==> config.mk <==
export PLATFORM = sky130hd
export DESIGN_NAME = uprd_top
export DESIGN_NICKNAME = d
export VERILOG_FILES = /design/src/core/uprd_fifo.v /design/src/core/uprd_cfg.v /design/src/core/uprd_top.v
export VERILOG_INCLUDE_DIRS = /design/src /design/src/core
export SDC_FILE = /design/constraint.sdc
export NUM_CORES = 1
export LEC_CHECK = 0
export ABC_CLOCK_PERIOD_IN_PS = 4400
export CAP_MARGIN = 20
export CORE_MARGIN = 3
export CORE_UTILIZATION = 60
export DETAILED_ROUTE_END_ITERATION = 7
export DONT_BUFFER_PORTS = 1
export HOLD_SLACK_MARGIN = 0.15
export PLACE_DENSITY_LB_ADDON = 0.08
export REMOVE_ABC_BUFFERS = 1
export SYNTH_ARGS = -nofsm -noshare
export SYNTH_HDL_FRONTEND = slang
export SYNTH_HIERARCHICAL = 1
export SYNTH_SLANG_ARGS = --single-unit
==> constraint.sdc <==
create_clock -name clk_i -period 4.4 [get_ports clk_i]
set_clock_uncertainty 0.05 [all_clocks]
set_input_delay 0.44 -clock clk_i [delete_from_list [all_inputs] [get_ports clk_i]]
set_output_delay 0.44 -clock clk_i [all_outputs]
set_load 0.01 [all_outputs]
==> src/core/uprd_map.vh <==
// Constants for the USB packet register access block
`ifndef UPRD_MAP_VH
`define UPRD_MAP_VH

// ----------------------------------------------------------------
// Packet framing
// ----------------------------------------------------------------
`define UPRD_HDR_LAST      3'h7
`define UPRD_HDR_CNT_RST   3'h0
`define UPRD_WR_BIT        31
`define UPRD_MOD_MSB       30
`define UPRD_MOD_LSB       24
`define UPRD_SEL_MSB       23

// ----------------------------------------------------------------
// Module map
// ----------------------------------------------------------------
`define UPRD_MOD_CTL       7'h01
`define UPRD_MOD_NVM       7'h10
`define UPRD_CTL_REG_W     5
`define UPRD_CTL_SEL_LSB   5

// ----------------------------------------------------------------
// Reset values
// ----------------------------------------------------------------
`define UPRD_RST_ADDR      32'h0000_0000
`define UPRD_RST_LEN       24'h00_0000
`define UPRD_RST_WORD      16'h0000
`define UPRD_RST_BYTE      8'h00
`define UPRD_RST_SW        8'h00

// ----------------------------------------------------------------
// Write data buffer and switch positions
// ----------------------------------------------------------------
`define UPRD_FIFO_WIDTH    16
`define UPRD_FIFO_DEPTH    32
`define UPRD_FIFO_AW       5
`define UPRD_SW_STACK      6
`define UPRD_SW_SLAVE      7

`endif

==> src/core/uprd_fifo.v <==
// Write payload FIFO between packet parser and module access port
`timescale 1ns/1ps
module uprd_fifo #(
  parameter WIDTH = 16,
  parameter DEPTH = 32,
  parameter AW    = 5
) (
  input  wire             clk_i,
  input  wire             rst_n_i,
  input  wire             in_valid_i,
  input  wire [WIDTH-1:0] in_data_i,
  output wire             in_ready_o,
  output wire             almost_full_o,
  output wire             out_valid_o,
  output wire [WIDTH-1:0] out_data_o,
  input  wire             out_ready_i
);

  // ----------------------------------------------------------------
  // Storage and pointers
  // ----------------------------------------------------------------
  localparam [31:0] DEPTH_W  = DEPTH;          // Depth at full integer width
  localparam [31:0] AF_W     = DEPTH - 1;      // One below full at integer width
  localparam [AW:0] LVL_FULL = DEPTH_W[AW:0];  // Count when full
  localparam [AW:0] LVL_AF   = AF_W[AW:0];     // Count one below full

  reg [WIDTH-1:0] mem_q [0:DEPTH-1];       // Word storage
  reg [AW-1:0]    wr_ptr_q;                // Next slot to fill
  reg [AW-1:0]    rd_ptr_q;                // Next slot to drain
  reg [AW:0]      count_q;                 // Words held

  wire push = in_valid_i & in_ready_o;     // Word accepted
  wire pop  = out_valid_o & out_ready_i;   // Word drained

  assign in_ready_o    = (count_q != LVL_FULL);
  assign almost_full_o = (count_q >= LVL_AF);
  assign out_valid_o   = (count_q != {(AW+1){1'b0}});
  assign out_data_o    = mem_q[rd_ptr_q];

  // Pointer and level update
  always @(posedge clk_i or negedge rst_n_i) begin
    if (!rst_n_i) begin
      wr_ptr_q <= {AW{1'b0}};
      rd_ptr_q <= {AW{1'b0}};
      count_q  <= {(AW+1){1'b0}};
    end else begin
      if (push) begin
        wr_ptr_q <= wr_ptr_q + 1'b1;
      end
      if (pop) begin
        rd_ptr_q <= rd_ptr_q + 1'b1;
      end
      if (push & ~pop) begin
        count_q <= count_q + 1'b1;
      end else if (pop & ~push) begin
        count_q <= count_q - 1'b1;
      end
    end
  end

  // Data write, no reset needed on storage
  always @(posedge clk_i) begin
    if (push) begin
      mem_q[wr_ptr_q] <= in_data_i;
    end
  end

endmodule

==> src/core/uprd_cfg.v <==
// Board configuration switch sampler and decoder
`timescale 1ns/1ps
`include "uprd_map.vh"
module uprd_cfg (
  input  wire       clk_i,
  input  wire       rst_n_i,
  input  wire [7:0] board_config_switch_i,
  output reg  [7:0] cfg_sw_o,
  output reg        cfg_stacked_o,
  output reg        cfg_master_o,
  output reg        cfg_slave_o
);

  // ----------------------------------------------------------------
  // Sample and decode
  // ----------------------------------------------------------------
  // A high bit means the position is up
  always @(posedge clk_i or negedge rst_n_i) begin
    if (!rst_n_i) begin
      cfg_sw_o      <= `UPRD_RST_SW;
      cfg_stacked_o <= 1'b0;
      cfg_master_o  <= 1'b0;
      cfg_slave_o   <= 1'b0;
    end else begin
      cfg_sw_o      <= board_config_switch_i;
      // Seventh up means stacked, eighth then picks the role
      cfg_stacked_o <= board_config_switch_i[`UPRD_SW_STACK];
      cfg_master_o  <= board_config_switch_i[`UPRD_SW_STACK] &
                       ~board_config_switch_i[`UPRD_SW_SLAVE];
      cfg_slave_o   <= board_config_switch_i[`UPRD_SW_STACK] &
                       board_config_switch_i[`UPRD_SW_SLAVE];
    end
  end

endmodule

==> src/core/uprd_top.v <==
// USB packet parser that turns host packets into module register accesses
//
// How it works
// - Packet: zero byte, address, length, payload
// - Address top bit writes, 30:24 module
// - Lower address bits select module register
// - Length counts 16-bit payload words
// - Consume two bytes per word, then next
// - Module one reaches chain controller registers
// - Only controller implemented, sixteen is not
// - Both reads and writes are supported
// - Configuration switch sampled as plain inputs
// - Switch seven stack, eight master/slave
// - Read returns two bytes per word
// - Bytes move over synchronous FIFO bridge
// - Fields and words sent high byte first
`timescale 1ns/1ps
`include "uprd_map.vh"
module uprd_top (
  input  wire        clk_i,
  input  wire        rst_n_i,
  // USB bridge FIFO side
  input  wire        usb_rxf_n_i,
  input  wire        usb_txe_n_i,
  input  wire [7:0]  usb_data_i,
  output reg  [7:0]  usb_data_o,
  output reg         usb_data_oe_o,
  output reg         usb_oe_n_o,
  output reg         usb_rd_n_o,
  output reg         usb_wr_n_o,
  // Chain controller access port
  output reg         ctl_strobe_o,
  output reg         ctl_we_o,
  output reg  [4:0]  ctl_reg_o,
  output reg  [15:0] ctl_wdata_o,
  input  wire [15:0] ctl_rdata_i,
  input  wire        ctl_rdy_i,
  // Board configuration
  input  wire [7:0]  board_config_switch_i,
  output wire [7:0]  cfg_sw_o,
  output wire        cfg_stacked_o,
  output wire        cfg_master_o,
  output wire        cfg_slave_o
);

  // ----------------------------------------------------------------
  // States
  // ----------------------------------------------------------------
  localparam [2:0] S_HDR   = 3'h0;  // Collect header bytes
  localparam [2:0] S_WPAY  = 3'h1;  // Collect write payload
  localparam [2:0] S_WDONE = 3'h2;  // Wait for writes to drain
  localparam [2:0] S_RREQ  = 3'h3;  // Issue one read
  localparam [2:0] S_RWAIT = 3'h4;  // Wait for read data
  localparam [2:0] S_TXH   = 3'h5;  // Send high byte
  localparam [2:0] S_TXL   = 3'h6;  // Send low byte

  // ----------------------------------------------------------------
  // Declarations
  // ----------------------------------------------------------------
  reg  [2:0]  state_q, state_d;     // Parser state
  reg  [2:0]  hdr_cnt_q, hdr_cnt_d; // Header byte index
  reg  [55:0] hdr_q, hdr_d;         // Header bytes seen so far
  reg  [31:0] addr_q, addr_d;       // Current read address
  reg  [23:0] len_q, len_d;         // Words left in packet
  reg  [7:0]  hi_q, hi_d;           // Held high payload byte
  reg         hi_have_q, hi_have_d; // High byte held
  reg  [15:0] word_q, word_d;       // Read word being sent
  reg  [31:0] waddr_q;              // Current write address
  reg  [7:0]  txd_d;                // Next outgoing byte
  reg         push;                 // Payload word complete
  reg         rd_issue;             // Start a controller read
  reg         load_w;               // Write header accepted
  reg         oe_n_d;               // Next bridge output enable
  reg         rd_n_d;               // Next bridge read strobe
  reg         wr_n_d;               // Next bridge write strobe
  reg         want_rx;              // Parser can take a byte

  wire        take_rx = ~usb_rd_n_o & ~usb_rxf_n_i; // Byte received
  wire        take_tx = ~usb_wr_n_o & ~usb_txe_n_i; // Byte sent
  wire        fifo_ready;            // Buffer has room
  wire        fifo_afull;            // Buffer full or one slot from full
  wire        fifo_valid;            // Buffer holds a word
  wire [15:0] fifo_data;             // Oldest buffered word
  wire        pop;                   // Drain one buffered word
  wire        wr_issue;              // Start a controller write

  // ----------------------------------------------------------------
  // Address decode
  // ----------------------------------------------------------------
  // True when the address lands inside the controller window
  function hit;
    input [31:0] a;
    begin
      hit = (a[`UPRD_MOD_MSB:`UPRD_MOD_LSB] == `UPRD_MOD_CTL) &&
            (a[`UPRD_SEL_MSB:`UPRD_CTL_SEL_LSB] == 19'h0_0000);
    end
  endfunction

  // ----------------------------------------------------------------
  // Parser next state
  // ----------------------------------------------------------------
  // One byte at most per cycle; header, then payload or reply
  always @* begin
    state_d   = state_q;
    hdr_cnt_d = hdr_cnt_q;
    hdr_d     = hdr_q;
    addr_d    = addr_q;
    len_d     = len_q;
    hi_d      = hi_q;
    hi_have_d = hi_have_q;
    word_d    = word_q;
    txd_d     = usb_data_o;
    push      = 1'b0;
    rd_issue  = 1'b0;
    load_w    = 1'b0;
    case (state_q)
      S_HDR: begin
        if (take_rx) begin
          hdr_d     = {hdr_q[47:0], usb_data_i};
          hdr_cnt_d = hdr_cnt_q + 3'h1;
          if (hdr_cnt_q == `UPRD_HDR_LAST) begin
            hdr_cnt_d = `UPRD_HDR_CNT_RST;
            addr_d    = hdr_q[47:16];
            len_d     = {hdr_q[15:0], usb_data_i};
            hi_have_d = 1'b0;
            if (hdr_q[47]) begin
              // Write: payload follows
              load_w  = 1'b1;
              state_d = (len_d == `UPRD_RST_LEN) ? S_WDONE : S_WPAY;
            end else begin
              // Read: reply with data words
              state_d = (len_d == `UPRD_RST_LEN) ? S_HDR : S_RREQ;
            end
          end
        end
      end
      S_WPAY: begin
        if (take_rx) begin
          if (!hi_have_q) begin
            hi_d      = usb_data_i;
            hi_have_d = 1'b1;
          end else begin
            hi_have_d = 1'b0;
            push      = 1'b1;
            len_d     = len_q - 24'h00_0001;
            if (len_q == 24'h00_0001) begin
              state_d = S_WDONE;
            end
          end
        end
      end
      S_WDONE: begin
        // Next packet only once every buffered write has been drained
        if (!fifo_valid && !ctl_strobe_o) begin
          state_d = S_HDR;
        end
      end
      S_RREQ: begin
        if (!hit(addr_q)) begin
          // Address outside the controller window answers with zero words
          word_d  = `UPRD_RST_WORD;
          txd_d   = `UPRD_RST_BYTE;
          state_d = S_TXH;
        end else if (ctl_rdy_i && !ctl_strobe_o) begin
          rd_issue = 1'b1;
          state_d  = S_RWAIT;
        end
      end
      S_RWAIT: begin
        // Data is stable once ready returns high
        if (!ctl_strobe_o && ctl_rdy_i) begin
          word_d  = ctl_rdata_i;
          txd_d   = ctl_rdata_i[15:8];
          state_d = S_TXH;
        end
      end
      S_TXH: begin
        if (take_tx) begin
          txd_d   = word_q[7:0];
          state_d = S_TXL;
        end
      end
      S_TXL: begin
        if (take_tx) begin
          len_d  = len_q - 24'h00_0001;
          addr_d = addr_q + 32'h0000_0001;
          if (len_q == 24'h00_0001) begin
            state_d = S_HDR;
          end else begin
            state_d = S_RREQ;
          end
        end
      end
      default: begin
        state_d = S_HDR;
      end
    endcase
    // Bridge strobes follow the next state so no byte is dropped
    oe_n_d  = ~((state_d == S_HDR) || (state_d == S_WPAY));
    want_rx = (state_d == S_HDR) ||
              ((state_d == S_WPAY) && !fifo_afull && fifo_ready);
    rd_n_d  = ~(want_rx & ~usb_oe_n_o & ~oe_n_d);
    wr_n_d  = ~((state_d == S_TXH) || (state_d == S_TXL));
  end

  // ----------------------------------------------------------------
  // Parser registers
  // ----------------------------------------------------------------
  // State, counters and bridge pins
  always @(posedge clk_i or negedge rst_n_i) begin
    if (!rst_n_i) begin
      state_q       <= S_HDR;
      hdr_cnt_q     <= `UPRD_HDR_CNT_RST;
      hdr_q         <= 56'h00_0000_0000_0000;
      addr_q        <= `UPRD_RST_ADDR;
      len_q         <= `UPRD_RST_LEN;
      hi_q          <= `UPRD_RST_BYTE;
      hi_have_q     <= 1'b0;
      word_q        <= `UPRD_RST_WORD;
      usb_data_o    <= `UPRD_RST_BYTE;
      usb_data_oe_o <= 1'b0;
      usb_oe_n_o    <= 1'b1;
      usb_rd_n_o    <= 1'b1;
      usb_wr_n_o    <= 1'b1;
    end else begin
      state_q       <= state_d;
      hdr_cnt_q     <= hdr_cnt_d;
      hdr_q         <= hdr_d;
      addr_q        <= addr_d;
      len_q         <= len_d;
      hi_q          <= hi_d;
      hi_have_q     <= hi_have_d;
      word_q        <= word_d;
      usb_data_o    <= txd_d;
      usb_data_oe_o <= ~wr_n_d;
      usb_oe_n_o    <= oe_n_d;
      usb_rd_n_o    <= rd_n_d;
      usb_wr_n_o    <= wr_n_d;
    end
  end

  // ----------------------------------------------------------------
  // Write payload buffer
  // ----------------------------------------------------------------
  uprd_fifo #(
    .WIDTH (`UPRD_FIFO_WIDTH),
    .DEPTH (`UPRD_FIFO_DEPTH),
    .AW    (`UPRD_FIFO_AW)
  ) u_fifo (
    .clk_i         (clk_i),
    .rst_n_i       (rst_n_i),
    .in_valid_i    (push),
    .in_data_i     ({hi_q, usb_data_i}),
    .in_ready_o    (fifo_ready),
    .almost_full_o (fifo_afull),
    .out_valid_o   (fifo_valid),
    .out_data_o    (fifo_data),
    .out_ready_i   (pop)
  );

  // ----------------------------------------------------------------
  // Module access port
  // ----------------------------------------------------------------
  // Drain one word whenever the controller is ready and idle
  assign pop      = fifo_valid & ctl_rdy_i & ~ctl_strobe_o;
  assign wr_issue = pop & hit(waddr_q);

  // Write address tracks drained words, misses are simply discarded
  always @(posedge clk_i or negedge rst_n_i) begin
    if (!rst_n_i) begin
      waddr_q <= `UPRD_RST_ADDR;
    end else if (load_w) begin
      waddr_q <= hdr_q[47:16];
    end else if (pop) begin
      waddr_q <= waddr_q + 32'h0000_0001;
    end
  end

  // One-cycle strobe with direction, register and data
  always @(posedge clk_i or negedge rst_n_i) begin
    if (!rst_n_i) begin
      ctl_strobe_o <= 1'b0;
      ctl_we_o     <= 1'b0;
      ctl_reg_o    <= 5'h00;
      ctl_wdata_o  <= `UPRD_RST_WORD;
    end else begin
      ctl_strobe_o <= rd_issue | wr_issue;
      ctl_we_o     <= wr_issue;
      if (wr_issue) begin
        ctl_reg_o   <= waddr_q[`UPRD_CTL_REG_W-1:0];
        ctl_wdata_o <= fifo_data;
      end else if (rd_issue) begin
        ctl_reg_o <= addr_q[`UPRD_CTL_REG_W-1:0];
      end
    end
  end

  // ----------------------------------------------------------------
  // Board configuration switch
  // ----------------------------------------------------------------
  uprd_cfg u_cfg (
    .clk_i                 (clk_i),
    .rst_n_i               (rst_n_i),
    .board_config_switch_i (board_config_switch_i),
    .cfg_sw_o              (cfg_sw_o),
    .cfg_stacked_o         (cfg_stacked_o),
    .cfg_master_o          (cfg_master_o),
    .cfg_slave_o           (cfg_slave_o)
  );

endmodule

==> flow_summary.json <==
{
  "end_kind": "flop",
  "crit_path_top_delay_cell": "nor4_1",
  "max_slew_margin_pct": 27.6,
  "drc_errors": 0,
  "die_w_um": 231,
  "crit-reg2reg-launch": "state_q[1]$_DFF_PN0_",
  "dp_worst_setup_slack_ps": 554,
  "grt-ovfl-total": 0,
  "fin_crit_sh_pct": 89.3,
  "grtUsageTotal_pct": 27.0,
  "yosysMostFrequentCell": "edfxtp_1",
  "wl_per_cell_um": 25.2,
  "hpwl_um": 41900,
  "dieArea_mm2": 0.0534,
  "num_rows": 81,
  "path_depth": 12,
  "synth-simple-area-share_pct": 7.33,
  "yosys.area.top_type": "edfxtp_1",
  "reg2reg_to": "u_fifo/count_q[5]$_DFFE_PN0P_",
  "nets": 2138,
  "synthCells": 2015,
  "multi_input_area_mm2": 0.00897,
  "synth_compound_area_share_pct": 7.68,
  "htreeDepth": 3,
  "rsz0062_at_grt": "no",
  "fmax_mhz": 255,
  "place_congestion": 0.880,
  "yosys.area_share.adder_pct": 0.724,
  "whs_ps": -516,
  "max_cap_viol_count": 0,
  "post_cts_buffers": 0,
  "hold_viol": 218,
  "netlist_area_mm2": 0.0304,
  "synth_edf_count": 512,
  "reg2regPathDepth": 12,
  "crit_fanout": 14,
  "drive_gt1_share_pct": 17.5,
  "port_buffers": 0,
  "cts_buffers": 74,
  "die_h_um": 231,
  "finalCriticalPeriod_ps": 3930,
  "status": "finished with violations",
  "critical-path-max-stage-delay_ps": 630,
  "crit_path_end": "u_fifo/count_q[5]$_DFFE_PN0P_",
  "grt_pass1_vias": 17900,
  "crit_path_cell_trace": "buf_4 -> nor4_1 -> and3_2 -> inv_1 -> a31oi_2 -> ha_1 -> inv_1 -> ha_1 -> or4_1 -> o211ai_1 -> nor3b_1 -> xnor2_1",
  "via_per_inst": 6.39,
  "cts_tree": "built",
  "final_area_mm2": 0.0343,
  "synthTopCellsByArea": "edfxtp_1 51%, dfrtp_1 18%, mux4_2 4.7%",
  "first_pass_iters": 5,
  "post-place-cells": 2625,
  "clock_latency_ps": 600,
  "clkSinkCount": 730,
  "hp-class": "primary input to async pin",
  "setup_viol": 0,
  "cp_num_buf_inv": 3,
  "grt_pass1_wl_um": 109000,
  "synth_xor_area_share_pct": 1.27,
  "drt_iter0_drc": 1682,
  "ys_warn_count": 6,
  "slew_viol_final": 0,
  "cts_root_buf": "clkbuf_16",
  "path_delay_family": "simple AND/OR/NAND/NOR gates",
  "synth.distinct_cells": 81,
  "initial_utilization_pct": 61.5,
  "synth-seq-cells": 730,
  "arrival_ps": 4360,
  "cts-resized-gates": 0,
  "yosysTopAreaCellShare_pct": 50.5,
  "seq_area_mm2": 0.0208,
  "area_growth_pct": 12.7,
  "synth-main-ff-cell": "edfxtp_1",
  "ctsHoldBuffers": 42,
  "layout.cells.non_filler": 2807,
  "core_area_mm2": 0.0495,
  "num_io_pins": 83,
  "synth.avg_cell_area_um2": 15.1,
  "antenna_found_initial": 2,
  "synth_top_family_by_area": "multiplexers",
  "grt_max_degree": 219,
  "required_ps": 4830,
  "seq_area_frac_synth_pct": 68.5,
  "totalWireLength_um": 70800,
  "num-fill-cells": 3385,
  "yosys-mux-area-fraction_pct": 12.3,
  "rrSetupSlack_ps": 470,
  "critPathLaunch": "state_q[1]$_DFF_PN0_",
  "clockBufferDepth": 3,
  "path_class": "flop to flop",
  "place_area_mm2": 0.0313,
  "synth.top_cells.by_count": "512 x edfxtp_1, 215 x dfrtp_1, 134 x mux2i_1, 117 x nor2_1, 111 x a21oi_1",
  "path_clk_slew_ps": 60,
  "cp-start-kind": "flop",
  "num_vias": 17900,
  "ir_drop_v": 0.000525,
  "finalWorstSetupSlack_ps": 471,
  "leakagePower_nw": 12.4,
  "worstMarginPinSlew_ps": 1080,
  "violations": "hold timing",
  "ant_nets": 0,
  "p_per_area_mw_per_mm2": 617,
  "ys_async_sr_fraction_pct": 29.9
}
==> through the flow <==
stage	power, mW	TNS, ps	util [%]
CTS	21.2	0	69.1
global placement	14.7	0	63.1
detailed placement	14.9	0	63.2
global route	22.1	0	69.3
finish	21.2	0	69.3
floorplan	13.0	-115580	-
==> layout make-up <==
type | count | area share [%]
diodes | 3 | 0.0219
well taps | 664 | 2.42
clock inverters | 27 | 0.697
repair buffers | 110 | 3.35
multi-input cells | 1140 | 26.1
flip-flops and latches | 730 | 60.8
inverters | 28 | 0.307
clock buffers | 105 | 6.28
==> power breakdown <==
group | leakage, nW | total [mW] | switching [mW] | internal (mW)
Sequential | 7.44 | 9.52 | 1.11 | 8.41
Combinational | 3.83 | 5.50 | 3.08 | 2.42
Clock | 1.18 | 6.13 | 2.50 | 3.64
Total | 12.4 | 21.2 | 6.69 | 14.5
==> worst reg2reg max path, stage by stage (launching register included) <==
cell,delay [ps]
dfrtp_1,350
buf_4,170
nor4_1,630
and3_2,350
inv_1,90
a31oi_2,430
ha_1,340
inv_1,160
ha_1,360
or4_1,550
o211ai_1,100
nor3b_1,90
xnor2_1,130
==> kinds of logic (layout without fill, tap and decap cells) <==
family,after synthesis,count (layout)
flip-flops,730,730
AND/OR/NAND/NOR,433,433
AO/OA/AOI/OAI,362,362
multiplexers,284,284
buffers and inverters,145,270
XOR/XNOR,44,44
adder cells (fa/ha/maj),17,17
other,0,3
==> sequential cells by signal (all words and copies together), names as in the netlist, 6 cells and up <==
register and count:
addr_q 31, ctl_wdata_o 16, hdr_q 48, hi_q 8, len_q 24, u_cfg/cfg_sw_o 8, u_fifo/count_q 6, u_fifo/mem_q 512
usb_data_o 8, waddr_q 31, word_q 8
==> cells in the final DEF, fill, tap and decap left out, drive strengths merged, types with 6 or more instances in the layout <==
cell and instances:
edfxtp 512, nand4 37, dfrtp 215, clkinv 21
nand3 75, o22ai 19, clkbuf 105, and3 14
ha 16, nor3 18, nor2 117, mux2 86
and2 6, a31oi 7, a21o 6, nand2 70
mux4 64, dlygate4sd3 34, xnor2 26, or4 6
nor2b 7, buf 76, a22oi 101, inv 29
mux2i 134, or2 8, a21oi 111, nor4 33
o21ai 64, or3 9, xor2 18, a22o 8
==> metal layers <==
layer | vias to the layer above | part of all wire (%) | global-route usage (%)
met1 | 9237 | 41 | 36.0
met4 | 2 | 3.3 | 8.77
met3 | 125 | 5.4 | 4.33
met2 | 601 | 50 | 46.2
met5 | - | 0.018 | 0
li1 | 7977 | - | -
==> how the worst min path moves through the flow <==
stage	startpoint	end	slack [ps]
after floorplan	rst_n_i	addr_q[0]$_DFFE_PN0P_	90
after global placement	rst_n_i	hdr_cnt_q[1]$_DFFE_PN0P_	100
after detailed placement	rst_n_i	hdr_cnt_q[1]$_DFFE_PN0P_	100
after CTS	rst_n_i	ctl_wdata_o[13]$_DFFE_PN0P_	-540
after global routing	rst_n_i	addr_q[17]$_DFFE_PN0P_	-550
final	rst_n_i	addr_q[17]$_DFFE_PN0P_	-520
Power figures use the tool's default switching activity.
